===== src/design/rcpoc_pkg.sv =====
// Package of constants and types for the reset cause and power-on-clear block
package rcpoc_pkg;

  localparam logic [15:0] RCPOC_CAUSE_OFFSET = 16'hffac;
  localparam logic [7:0]  RCPOC_CAUSE_RESET  = 8'h00;
  localparam int          RCPOC_WDT_BIT      = 4;
  localparam int          RCPOC_UV_BIT       = 0;
  localparam logic [7:0]  RCPOC_CAUSE_USED   = 8'h11;

  // Stabilization wait in hysteresis mode
  localparam int          RCPOC_STAB_US      = 5390;
  localparam int          RCPOC_CLK_MHZ      = 125;
  localparam int          RCPOC_STAB_CYC     = RCPOC_STAB_US * RCPOC_CLK_MHZ;
  localparam int          RCPOC_FAST_US      = 1930;
  localparam int          RCPOC_FAST_CYC     = RCPOC_FAST_US * RCPOC_CLK_MHZ;
  localparam int          RCPOC_CNT_W        = 20;
  localparam logic [RCPOC_CNT_W-1:0] RCPOC_CNT_ZERO = 20'h0_0000;

  typedef enum logic [1:0] {
    RCPOC_ST_HOLD = 2'b00,
    RCPOC_ST_RISE = 2'b01,
    RCPOC_ST_STAB = 2'b10,
    RCPOC_ST_RUN  = 2'b11
  } rcpoc_state_e;

  typedef struct packed {
    logic above_detect;
    logic above_release;
  } rcpoc_cmp_s;

  typedef struct packed {
    logic       rd;
    logic [15:0] addr;
  } rcpoc_bus_s;

endpackage : rcpoc_pkg


===== src/design/rcpoc_sync.sv =====
// Two flip-flop synchroniser for asynchronous level inputs
`timescale 1ns/1ps
module rcpoc_sync
  import rcpoc_pkg::*;
#(
  parameter int W = 1
) (
  input  wire logic         clk_sys,
  input  wire logic         rst_b,
  input  wire logic [W-1:0] din,
  output logic      [W-1:0] dout
);
  logic [W-1:0] meta_ff;
  logic [W-1:0] sync_ff;
  logic [W-1:0] nxt_meta;
  logic [W-1:0] nxt_sync;

  always_comb begin
    nxt_meta = din;
    nxt_sync = meta_ff;
    if (!rst_b) begin
      nxt_meta = '0;
      nxt_sync = '0;
    end
  end

  always_ff @(posedge clk_sys) begin
    meta_ff <= nxt_meta;
    sync_ff <= nxt_sync;
  end

  assign dout = sync_ff;
endmodule : rcpoc_sync


===== src/design/rcpoc_poc_fsm.sv =====
// Power-on-clear sequencer: threshold mode selection and stabilization wait
`timescale 1ns/1ps
module rcpoc_poc_fsm
  import rcpoc_pkg::*;
#(
  parameter logic [RCPOC_CNT_W-1:0] STAB_CYC = RCPOC_CNT_W'(RCPOC_STAB_CYC),
  parameter logic [RCPOC_CNT_W-1:0] FAST_CYC = RCPOC_CNT_W'(RCPOC_FAST_CYC)
) (
  input  wire logic       clk_sys,
  input  wire logic       rst_b,
  input  wire logic       threshold_select,
  input  wire rcpoc_cmp_s cmp,
  output logic            poc_active
);
  rcpoc_state_e                state_ff;
  rcpoc_state_e                nxt_state;
  logic [RCPOC_CNT_W-1:0]      cnt_ff;
  logic [RCPOC_CNT_W-1:0]      nxt_cnt;

  always_comb begin
    nxt_state = state_ff;
    nxt_cnt   = cnt_ff;
    if (!rst_b) begin
      nxt_state = RCPOC_ST_HOLD;
      nxt_cnt   = RCPOC_CNT_ZERO;
    end else if (!cmp.above_detect) begin
      nxt_state = RCPOC_ST_HOLD;
      nxt_cnt   = RCPOC_CNT_ZERO;
    end else begin
      unique case (state_ff)
        RCPOC_ST_HOLD: begin
          nxt_cnt = RCPOC_CNT_ZERO;
          if (!threshold_select) nxt_state = RCPOC_ST_RUN;
          else nxt_state = RCPOC_ST_RISE;
        end
        RCPOC_ST_RISE: begin
          if (cnt_ff != FAST_CYC) nxt_cnt = cnt_ff + 1'b1;
          if (cmp.above_release) begin
            // Fast rise gets the automatic stabilization wait
            nxt_state = (cnt_ff < FAST_CYC) ? RCPOC_ST_STAB : RCPOC_ST_RUN;
            nxt_cnt   = RCPOC_CNT_ZERO;
          end
        end
        RCPOC_ST_STAB: begin
          nxt_cnt = cnt_ff + 1'b1;
          if (cnt_ff >= STAB_CYC - 1'b1) nxt_state = RCPOC_ST_RUN;
        end
        RCPOC_ST_RUN: begin
          nxt_cnt = RCPOC_CNT_ZERO;
          // Dropping below release level alone does not reset in hysteresis mode
          if (!threshold_select) nxt_state = RCPOC_ST_RUN;
        end
      endcase
    end
  end

  always_ff @(posedge clk_sys) begin
    state_ff <= nxt_state;
    cnt_ff   <= nxt_cnt;
  end

  assign poc_active = (state_ff != RCPOC_ST_RUN);
endmodule : rcpoc_poc_fsm


===== src/design/rcpoc_top.sv =====
// Reset cause register and power-on-clear reset generation
//
// Behaviour
// - Register records watchdog or undervoltage reset cause
// - Register read only as whole byte
// - Pin reset, power-on clear, read clear it
// - Watchdog request sets bit 4
// - Undervoltage request sets bit 0
// - Internal resets keep the other flag
// - Low mode releases above detect level
// - High mode releases above release level
// - Low mode follows detect comparator both ways
// - Hysteresis: assert low, release high
// - High mode fast rise adds stabilization wait
`timescale 1ns/1ps
module rcpoc_top
  import rcpoc_pkg::*;
(
  input  wire logic       clk_sys,
  input  wire logic       rst_b,
  input  wire logic       ext_reset_pin_b,
  input  wire logic       watchdog_reset_req,
  input  wire logic       undervoltage_reset_req,
  input  wire logic       power_on_threshold_select,
  input  wire logic       supply_above_detect,
  input  wire logic       supply_above_release,
  input  wire logic       bus_rd,
  input  wire logic       bus_byte,
  input  wire logic [15:0] bus_addr,
  output logic      [7:0] bus_rdata,
  output logic            bus_rvalid,
  output logic            chip_reset_b
);

  ////////////////////////////////////////////////////////////////////////////
  // Input synchronisation

  logic [4:0] raw_in;
  logic [4:0] syn_in;
  logic       pin_b_s;
  logic       wdt_s;
  logic       uv_s;
  rcpoc_cmp_s cmp_s;
  logic       poc_active;

  assign raw_in = {ext_reset_pin_b, watchdog_reset_req, undervoltage_reset_req,
                   supply_above_detect, supply_above_release};

  rcpoc_sync #(.W(5)) u_sync (
    .clk_sys (clk_sys),
    .rst_b   (rst_b),
    .din     (raw_in),
    .dout    (syn_in)
  );

  assign pin_b_s             = syn_in[4];
  assign wdt_s               = syn_in[3];
  assign uv_s                = syn_in[2];
  assign cmp_s.above_detect  = syn_in[1];
  assign cmp_s.above_release = syn_in[0];

  ////////////////////////////////////////////////////////////////////////////
  // Power-on-clear sequencer

  rcpoc_poc_fsm u_poc (
    .clk_sys          (clk_sys),
    .rst_b            (rst_b),
    .threshold_select (power_on_threshold_select),
    .cmp              (cmp_s),
    .poc_active       (poc_active)
  );

  ////////////////////////////////////////////////////////////////////////////
  // Reset cause flags and read port

  logic       wdt_flag_ff;
  logic       uv_flag_ff;
  logic       nxt_wdt_flag;
  logic       nxt_uv_flag;
  logic [7:0] rdata_ff;
  logic [7:0] nxt_rdata;
  logic       rvalid_ff;
  logic       nxt_rvalid;
  logic       chip_rst_b_ff;
  logic       nxt_chip_rst_b;
  logic       rd_hit;
  logic [7:0] cause_view;

  // Byte reads only; single-bit accesses are not answered
  assign rd_hit = bus_rd && bus_byte && (bus_addr == RCPOC_CAUSE_OFFSET);

  always_comb begin
    cause_view                = RCPOC_CAUSE_RESET;
    cause_view[RCPOC_WDT_BIT] = wdt_flag_ff;
    cause_view[RCPOC_UV_BIT]  = uv_flag_ff;
  end

  always_comb begin
    nxt_wdt_flag   = wdt_flag_ff;
    nxt_uv_flag    = uv_flag_ff;
    nxt_rdata      = RCPOC_CAUSE_RESET;
    nxt_rvalid     = 1'b0;
    nxt_chip_rst_b = 1'b0;
    if (!rst_b) begin
      nxt_wdt_flag = 1'b0;
      nxt_uv_flag  = 1'b0;
    end else begin
      if (rd_hit) begin
        nxt_rdata    = cause_view & RCPOC_CAUSE_USED;
        nxt_rvalid   = 1'b1;
        nxt_wdt_flag = 1'b0;
        nxt_uv_flag  = 1'b0;
      end
      // Set wins over the read clear; each source touches only its own flag
      if (wdt_s) nxt_wdt_flag = 1'b1;
      if (uv_s) nxt_uv_flag = 1'b1;
      if (!pin_b_s || poc_active) begin
        nxt_wdt_flag = 1'b0;
        nxt_uv_flag  = 1'b0;
      end
      nxt_chip_rst_b = pin_b_s && !poc_active && !wdt_s && !uv_s;
    end
  end

  always_ff @(posedge clk_sys) begin
    wdt_flag_ff   <= nxt_wdt_flag;
    uv_flag_ff    <= nxt_uv_flag;
    rdata_ff      <= nxt_rdata;
    rvalid_ff     <= nxt_rvalid;
    chip_rst_b_ff <= nxt_chip_rst_b;
  end

  assign bus_rdata    = rdata_ff;
  assign bus_rvalid   = rvalid_ff;
  assign chip_reset_b = chip_rst_b_ff;

endmodule : rcpoc_top


===== config.mk =====
export PLATFORM = sky130hd
export DESIGN_NAME = rcpoc_top
export DESIGN_NICKNAME = d
export VERILOG_FILES = /design/src/design/rcpoc_pkg.sv /design/src/design/rcpoc_sync.sv /design/src/design/rcpoc_poc_fsm.sv /design/src/design/rcpoc_top.sv
export SDC_FILE = /design/constraint.sdc
export NUM_CORES = 1
export LEC_CHECK = 0
export BUFFER_PORTS_ARGS = -buffer_cell sky130_fd_sc_hd__buf_2
export CORE_AREA = 2 2 60 62
export CTS_CLUSTER_SIZE = 16
export DETAILED_ROUTE_END_ITERATION = 7
export DIE_AREA = 0 0 62 64
export GPL_ROUTABILITY_DRIVEN = 0
export PLACE_DENSITY_LB_ADDON = 0.1
export SETUP_SLACK_MARGIN = 0.5
export SYNTH_ARGS = -nofsm -noshare
export SYNTH_HDL_FRONTEND = slang
export SYNTH_SLANG_ARGS = --single-unit

===== constraint.sdc =====
create_clock -name clk_sys -period 4.58 [get_ports clk_sys]
set_input_delay 0.916 -clock clk_sys [delete_from_list [all_inputs] [get_ports clk_sys]]
set_output_delay 0.916 -clock clk_sys [all_outputs]
set_load 0.1 [all_outputs]

After elaboration in Yosys (flattened, before gate mapping)

Index checks and enable logic that the tools add are counted.
W data, S select, Z words.

Register bits: 44
Input port bits: 26
ROM bits: 0
Memories: 0
RAM bits: 0
Output and inout port bits: 10
Latch bits: 0
Logic and storage cells: 55

Shifts and indexed selects: 0
Mux-type cells: 13
$mul: 0
$lt $le $gt $ge: 2
Eq/ne operators: 10
Divide/modulo/power cells: 0
Reduce and logical (&&, ||, !) cells: 18
Add/subtract/negate cells: 1
Bitwise gates (word level): 1

Operators with widths:

| operator                | number |
|---|---|
| $pmux W20 S3            | 1 |
| $mux W20                | 2 |
| $add A20 B1 Y20 const B | 1 |
| $ge A20 B20 Y1 const B  | 1 |
| $lt A20 B18 Y1 const B  | 1 |
| $ne A20 B18 Y1 const B  | 1 |
| $eq A16 B16 Y1 const B  | 1 |
| $mux W2                 | 4 |
| $pmux W2 S4             | 1 |
| $ne A2 B2 Y1 const B    | 3 |
| $logic_and A1 B1 Y1     | 5 |
| $mux W1                 | 5 |
| $eq A2 B2 Y1 const B    | 2 |
| $logic_not A1 Y1        | 4 |
| $reduce_and A2 Y1       | 2 |
| $reduce_bool A2 Y1      | 2 |
| $reduce_or A2 Y1        | 2 |
| $ne A3 B2 Y1 const B    | 1 |
| $reduce_and A3 Y1       | 1 |
| $eq A2 B1 Y1 const B    | 1 |
| $logic_not A2 Y1        | 1 |
| $ne A2 B1 Y1 const B    | 1 |
| $logic_or A1 B1 Y1      | 1 |
| $not A1 Y1              | 1 |

Longest topological paths before layout

Gate-level depths: netlist of run 1.

Word-level depth: 5
Depth in mapped cells: 7
Gate-level depth less buffers: 7

Cells and area by module

Synthesis of run 1 repeated with hierarchy kept, for this count alone.

Cell total of the unflattened synthesis: 204
Area, all modules: 1843.0 um2

Modules (own cells, without submodules):

| module        | cells each | sequential area each (um2) | area an instance (um2) | instances |
|---|---|---|---|---|
| rcpoc_poc_fsm | 154        | 440.4                      | 1265.0                 | 1 |
| rcpoc_top     | 30         | 120.1                      | 315.3                  | 1 |
| rcpoc_sync    | 20         | 200.2                      | 262.8                  | 1 |

Worst setup path after synthesis of run 1

OpenSTA, ideal clock, no wires.

Kind: input to register
Start: in bus_addr[1]
End: reg uv_flag_ff
Arrival: 2020 ps
Path slack: 2444 ps
Path buffers: 0
Required time: 4464 ps
Cell stages on the path: 5
Setup time: 116 ps
Path through: nor4b_1 nand3_1 or4_1 a21oi_1 nor2_1

Cells in the longest elaborated chain, start to end: 3

RTL lines:

| element                      | RTL line         | RTL |
|---|---|---|
| from (decl)                  | rcpoc_top.sv:29  | `input wire logic [15:0] bus_addr,` |
| $eq A16 B16 Y1               | rcpoc_top.sv:90  | `assign rd_hit = bus_rd && bus_byte && (bus_addr == RCPOC_CAUSE_OFFSET);` |
| $logic_and A1 B1 Y1          | rcpoc_top.sv:90  |  |
| $reduce_bool A2 Y1 (no line) | -                |  |
| to (signal assigned)         | rcpoc_top.sv:127 | `uv_flag_ff <= nxt_uv_flag;` |
| to (decl)                    | rcpoc_top.sv:77  | `logic uv_flag_ff;` |

No other way between the ends.
A chain may end at the register's enable or synchronous reset.

Worst setup path in the final report of run 1

Start: reg chip_rst_b_ff (netlist: chip_reset_b)
End: out chip_reset_b

RTL lines:

| element                | RTL line         | RTL |
|---|---|---|
| from (decl)            | rcpoc_top.sv:84  | `logic chip_rst_b_ff;` |
| from (signal assigned) | rcpoc_top.sv:130 | `chip_rst_b_ff <= nxt_chip_rst_b;` |
| to (decl)              | rcpoc_top.sv:32  | `output logic chip_reset_b` |

No word-level cell between the ends.

==> flow_summary.yaml, run 1 <==
job:
  cap_viol_max_count: 0
yosys:
  yosysTopAreaCellShare_pct: 43.18
  yosysUniqueCellTypes: 43
  syn_inst: 194
  syn_avg_cell_area_um2: 9.081
  synth_top_flop_cell: "dfxtp_1"
  synth_edf_count: 0
  synth_top_cell_by_area: "dfxtp_1"
  yosys_warnings: 0
  syn_area_um2: 1762
  async_flop_share_pct: 0
  ys_seq_elements: 38
  synth_area_leaders: "dfxtp_1, nor2_1, xor2_1, and2_1, nand4_1"
  ys_seq_area_share_pct: 43.18
route:
  wl_per_cell_um: 11.90
  finalWirelength_mm: 3.225
  via_per_inst: 5.055
  wl_met1_mm: 1.542
  dr.pass1.iters: 4
  wl_met2_mm: 1.480
  drc_errors: 0
  routed-via-count: 1370
  drtAntennaViolNets: 0
  wl_met3_um: 137
  drt-initial-drc-count: 39
  top_layer: "met4"
cts:
  clkSlewWorstSetupHoldPaths_ns: 0.12
  cts_buffer_depth: 2
  cts_buffers: 5
  cts_tree: "yes"
  ctsResizeCount: 0
  h-tree-depth: 2
  insertion_delay_ns: 0.36
  clock_sinks: 38
  ctsHoldBuffers: 0
  postCtsSetupBuffers: 0
  root_buffer: "clkbuf_4"
final_layout:
  layout_common_cells: "dfxtp_1, nor2_1, buf_2"
  final_common_cell: "dfxtp_1"
  multiInputGateArea_um2: 888.4
  nets: 254
  drive_gt1_share_pct: 18.67
  diodes: 0
  layoutNonFillerInstCount: 271
  fillers: 311
  ff_latch_area_um2: 760.7
  area_growth_pct: 11.29
setup_path:
  crit_path_max_incr_delay_ns: 0.41
  path_cells: "buf_2"
  worstSetupStartpoint: "chip_reset_b$_SDFF_PN0_"
  cp_slowest_cell: "buf_2"
  cp_max_fo: 1
  crit_required_ns: 3.66
  cp_data_arrival_time_ns: 1.10
  r2r-start: "u_poc.cnt_ff[14]$_SDFFE_PN0P_"
  startpoint_type: "flip-flop"
  end_kind: "output port"
  cp_num_buf_inv: 1
  critPathKind: "flip-flop to output port"
  critical-path-top-delay-family: "buffers and inverters"
outcome:
  status: "completed"
min_path:
  min_from: "u_sync.dout[2]$_SDFF_PN0_"
  holdCritPathClass: "flip-flop to flip-flop"
power:
  power_density_nw_per_um2: 311.0
  ir_drop_v: 0.0002250
  p_leak_nw: 0.7274
global_routing:
  overflow: 0
  grt_pass1_wl_mm: 5.464
  grt_usage_pct: 18.10
  grt_pass1_vias: 1256
  grt_start_max_net_pins: 19
  antenna_found_initial: 0
sta:
  setup_violations: 0
  fin_crit_sh_pct: 43.93
  rsz0062_at_grt: "no"
  fmax_ghz: 0.4970
  period_minus_slack_ns: 2.012
  hold_violations: 0
  relSlewSlack_pct: 53.89
  fin_worst_skew_ns: 0.01330
  drv_slew: 0
  fin_tns_setup_ns: 0
  tightest_slew_ns: 0.6897
place:
  dp_hpwl_mm: 2.353
  portBuffers: 29
  place_inst: 263
floorplanning:
  core-area_um2: 3284
  initial_core_util_pct: 53.64
  rows: 21
  die_h_um: 64
  dieArea_um2: 3968
  io_pins: 36
  die_x_um: 62
[Yosys cell counts, types with 3 or more instances]
cell type / count
nor3_1: 3
xor2_1: 12
inv_1: 7
nor2_1: 30
nand4b_1: 3
nand4_1: 9
and2_1: 12
nand2_1: 11
nand2b_1: 3
a21oi_1: 7
nand3_1: 10
xnor2_1: 5
buf_4: 6
dfxtp_1: 38
ha_1: 4
[logic make-up (layout without fill, tap and decap cells)]
group | after synthesis | count (layout) | synth area share [%]
AND/OR/NAND/NOR | 97 | 97 | 30.61
flip-flops | 38 | 38 | 43.18
AO/OA/AOI/OAI | 18 | 18 | 6.676
buffers and inverters | 18 | 44 | 7.457
XOR/XNOR | 17 | 17 | 8.452
adder cells (fa/ha/maj) | 4 | 4 | 2.841
other | 1 | 6 | 0.2129
multiplexers | 1 | 1 | 0.5682
[final cells by class]
class | count | area share [%]
multi-input cells | 143 | 45.31
well taps | 46 | 2.936
flip-flops and latches | 38 | 38.80
clock inverters | 3 | 2.297
inverters | 7 | 1.340
repair buffers | 29 | 7.403
clock buffers | 5 | 1.914
[worst register-to-register path, stage by stage, from the launching register on]
cell	delay, ns
dfxtp_1	0.40
or4b_4	0.57
nor4_2	0.32
and4_4	0.30
mux2i_1	0.21
nor2_1	0.05
[final timing paths]
check | end | slack (ns) | cells after the start
worst max-delay path | chip_reset_b | 2.57 | 1
worst min-delay path | chip_reset_b$_SDFF_PN0_ | 0.43 | 1
worst max register to register | u_poc.cnt_ff[0]$_SDFFE_PN0P_ | 2.64 | 5
worst min register to register | chip_reset_b$_SDFF_PN0_ | 0.43 | 1
[registers in the layout, indices dropped and copies added, names as in the netlist]
name and cells:
bus_rdata 2, u_sync.dout 5, uv_flag_ff 1, chip_reset_b 1, u_poc.state_ff 2, u_poc.cnt_ff 20, bus_rvalid 1, u_sync.meta_ff 5
wdt_flag_ff 1
[where the power goes]
part	internal (W)	total [W]	switching [W]	leakage [nW]
Clock	0.000114	0.000233	0.000118	0.0374
Sequential	0.000335	0.000337	0.00000187	0.308
Combinational	0.0000118	0.0000402	0.0000283	0.382
Total	0.000461	0.000610	0.000149	0.727
[routing by layer]
layer / vias to the layer above / GRT usage [%]
met5: - / 0
met1: 615 / 24.25
met2: 30 / 27.08
li1: 718 / -
met3: 7 / 4.858
met4: 0 / 7.181
[through the flow]
step	utilization, %	setup WS (ns)	power (W)	hold WS [ns]	cell area [µm²]
after floorplan	-	2.444	0.0003765	0.3983	1780
after global placement	57.18	2.287	0.0003839	0.4184	1878
after detailed placement	57.18	2.248	0.0003846	0.4188	1878
after CTS	59.70	2.557	0.0006140	0.4368	1961
after global routing	59.70	2.478	0.0006301	0.4586	1961
final	59.70	2.568	0.0006098	0.4271	1961
No activity file was read; power rests on OpenSTA's default activity.
==> run 2: changes to the inputs <==
Settings changed: CORE_AREA 2 2 60 62 to 2 2 64 66, DIE_AREA 0 0 62 64 to 0 0 66 68.
Clock period 4.58 ns to 1.8 ns, I/O delays scaled along.
==> run 2 against run 1 <==
Against the previous run:
- routed wire length is 26% higher
- sequential share of layout area down 5.7 points
- design area increased by 19%
- combinational power increased to 2.8 times the previous value
- non-clock buffer count grew 22
- sequential power grew to 2.5 times the previous value
- via count is 7.8% higher
- clock skew is 0.0094 ns lower
- count of clock-buffer cells in the layout stayed put
- critical path depth rose by 4
==> flow_summary.yaml, run 2 (synthesis results as in run 1) <==
outcome:
  status: "completed"
setup_path:
  r2r_slack_ns: 0.03
  critPathKind: "flip-flop to flip-flop"
  cp_num_buf_inv: 0
  critical-path-top-delay-family: "simple AND/OR/NAND/NOR gates"
  cp_max_fo: 4
  end_kind: "flip-flop"
  crit_path_max_incr_delay_ns: 0.55
  startpoint_type: "flip-flop"
  worstSetupStartpoint: "u_poc.cnt_ff[6]$_SDFFE_PN0P_"
  crit_required_ns: 1.99
  r2r-start: "u_poc.cnt_ff[6]$_SDFFE_PN0P_"
  cp_data_arrival_time_ns: 1.96
  path_cells: "or4bb_4, nor4_4, and4_4, mux2i_1, nor2_1"
  cp_slowest_cell: "or4bb_4"
global_routing:
  grt_start_max_net_pins: 16
  overflow: 0
  antenna_found_initial: 0
  grt_pass1_wl_mm: 6.713
  grt_pass1_vias: 1427
  grt_usage_pct: 19.98
floorplanning:
  rows: 23
  die_x_um: 66
  initial_core_util_pct: 45.68
  io_pins: 36
  die_h_um: 68
  dieArea_um2: 4488
  core-area_um2: 3856
sta:
  hold_violations: 0
  fin_tns_setup_ns: 0
  rsz0062_at_grt: "yes"
  drv_slew: 0
  period_minus_slack_ns: 1.771
  fin_hold_ws_ns: 0.2697
  fin_crit_sh_pct: 98.38
  setup_ws_ns: 0.02908
  setup_violations: 0
  fin_worst_skew_ns: 0.003935
  fmax_ghz: 0.5647
power:
  ir_drop_v: 0.0004913
  power_density_nw_per_um2: 781.5
  p_leak_nw: 0.9441
route:
  drc_errors: 0
  wl_per_cell_um: 13.71
  drtAntennaViolNets: 0
  routed-via-count: 1477
  via_per_inst: 4.973
  finalWirelength_mm: 4.072
  dr.pass1.iters: 4
  drt-initial-drc-count: 64
cts:
  clkSlewWorstSetupHoldPaths_ns: 0.08
  clock_sinks: 38
  cts_buffer_depth: 2
  cts_tree: "yes"
  h-tree-depth: 2
  insertion_delay_ns: 0.29
  root_buffer: "clkbuf_8"
  cts_buffers: 5
job:
  cap_viol_max_count: 0
final_layout:
  drive_gt1_share_pct: 34.41
  largest_reg_flops: 20
  final_common_cell: "dfxtp_1"
  nets: 276
  diodes: 0
  regMostFlops: "u_poc.cnt_ff"
  area_growth_pct: 32.74
  layout_common_cells: "dfxtp_1, nor2_1, buf_2, buf_4"
min_path:
  min_from: "ext_reset_pin_b"
  holdCritPathClass: "primary input to flip-flop"
place:
  portBuffers: 29
  dp_slack_ns: -0.03012
  dp_hpwl_mm: 2.895
==> run 2: path summary, 6_finish.rpt <==
check                                               endpoint  cells past startpoint
worst min register to register     u_sync.dout[3]$_SDFF_PN0_                      1
worst max register to register  u_poc.cnt_ff[0]$_SDFFE_PN0P_                      5
worst max-delay path            u_poc.cnt_ff[0]$_SDFFE_PN0P_                      5
worst min-delay path            u_sync.meta_ff[4]$_SDFF_PN0_                      2
==> run 2: layout make-up <==
type	count	area, µm²
sequential	38	774.5
multi-input combinational	143	993.5
inverter	7	26.28
clock buffer	5	68.82
timing repair buffer	51	344.1
tap	50	62.56
fill	335	1518
clock inverter	3	68.82
==> run 2: worst register-to-register path, stage by stage (launching register included) <==
cell     delay, ns
dfxtp_2       0.33
or4bb_4       0.55
nor4_4        0.25
and4_4        0.29
mux2i_1       0.20
nor2_1        0.05
==> run 2: per-layer routing <==
metal / GRT usage (%) / wire length (µm)
met3: 5.099 / 111
met4: 8.929 / 87
met2: 32.32 / 2068
met5: 0 / 0
met1: 25.28 / 1803
==> run 2: through the flow <==
stage                     power [W]  utilization [%]  instances  instance area (µm²)
final                      0.001828            60.64        297                 2338
after floorplan           0.0009594                -        199                 1829
after detailed placement  0.0009836            52.11        279                 2009
after CTS                  0.001844            57.92        289                 2233
after global routing       0.001889            60.64        297                 2338
after global placement    0.0009802            52.11        279                 2009
==> run 2: timing repair <==
item                                    in CTS  in global routing
gates resized for setup                     20                 13
hold buffers                                 0                  0
setup buffers                                2                  8
pin swaps                                    6                 19
endpoints found under the setup margin      26                 27
==> run 2: power breakdown <==
| group | switching (W) | internal (W) |
|---|---|---|
| Clock | 0.000306 | 0.000555 |
| Sequential | 0.00000563 | 0.000848 |
| Combinational | 0.0000771 | 0.0000352 |
| Total | 0.000389 | 0.00144 |
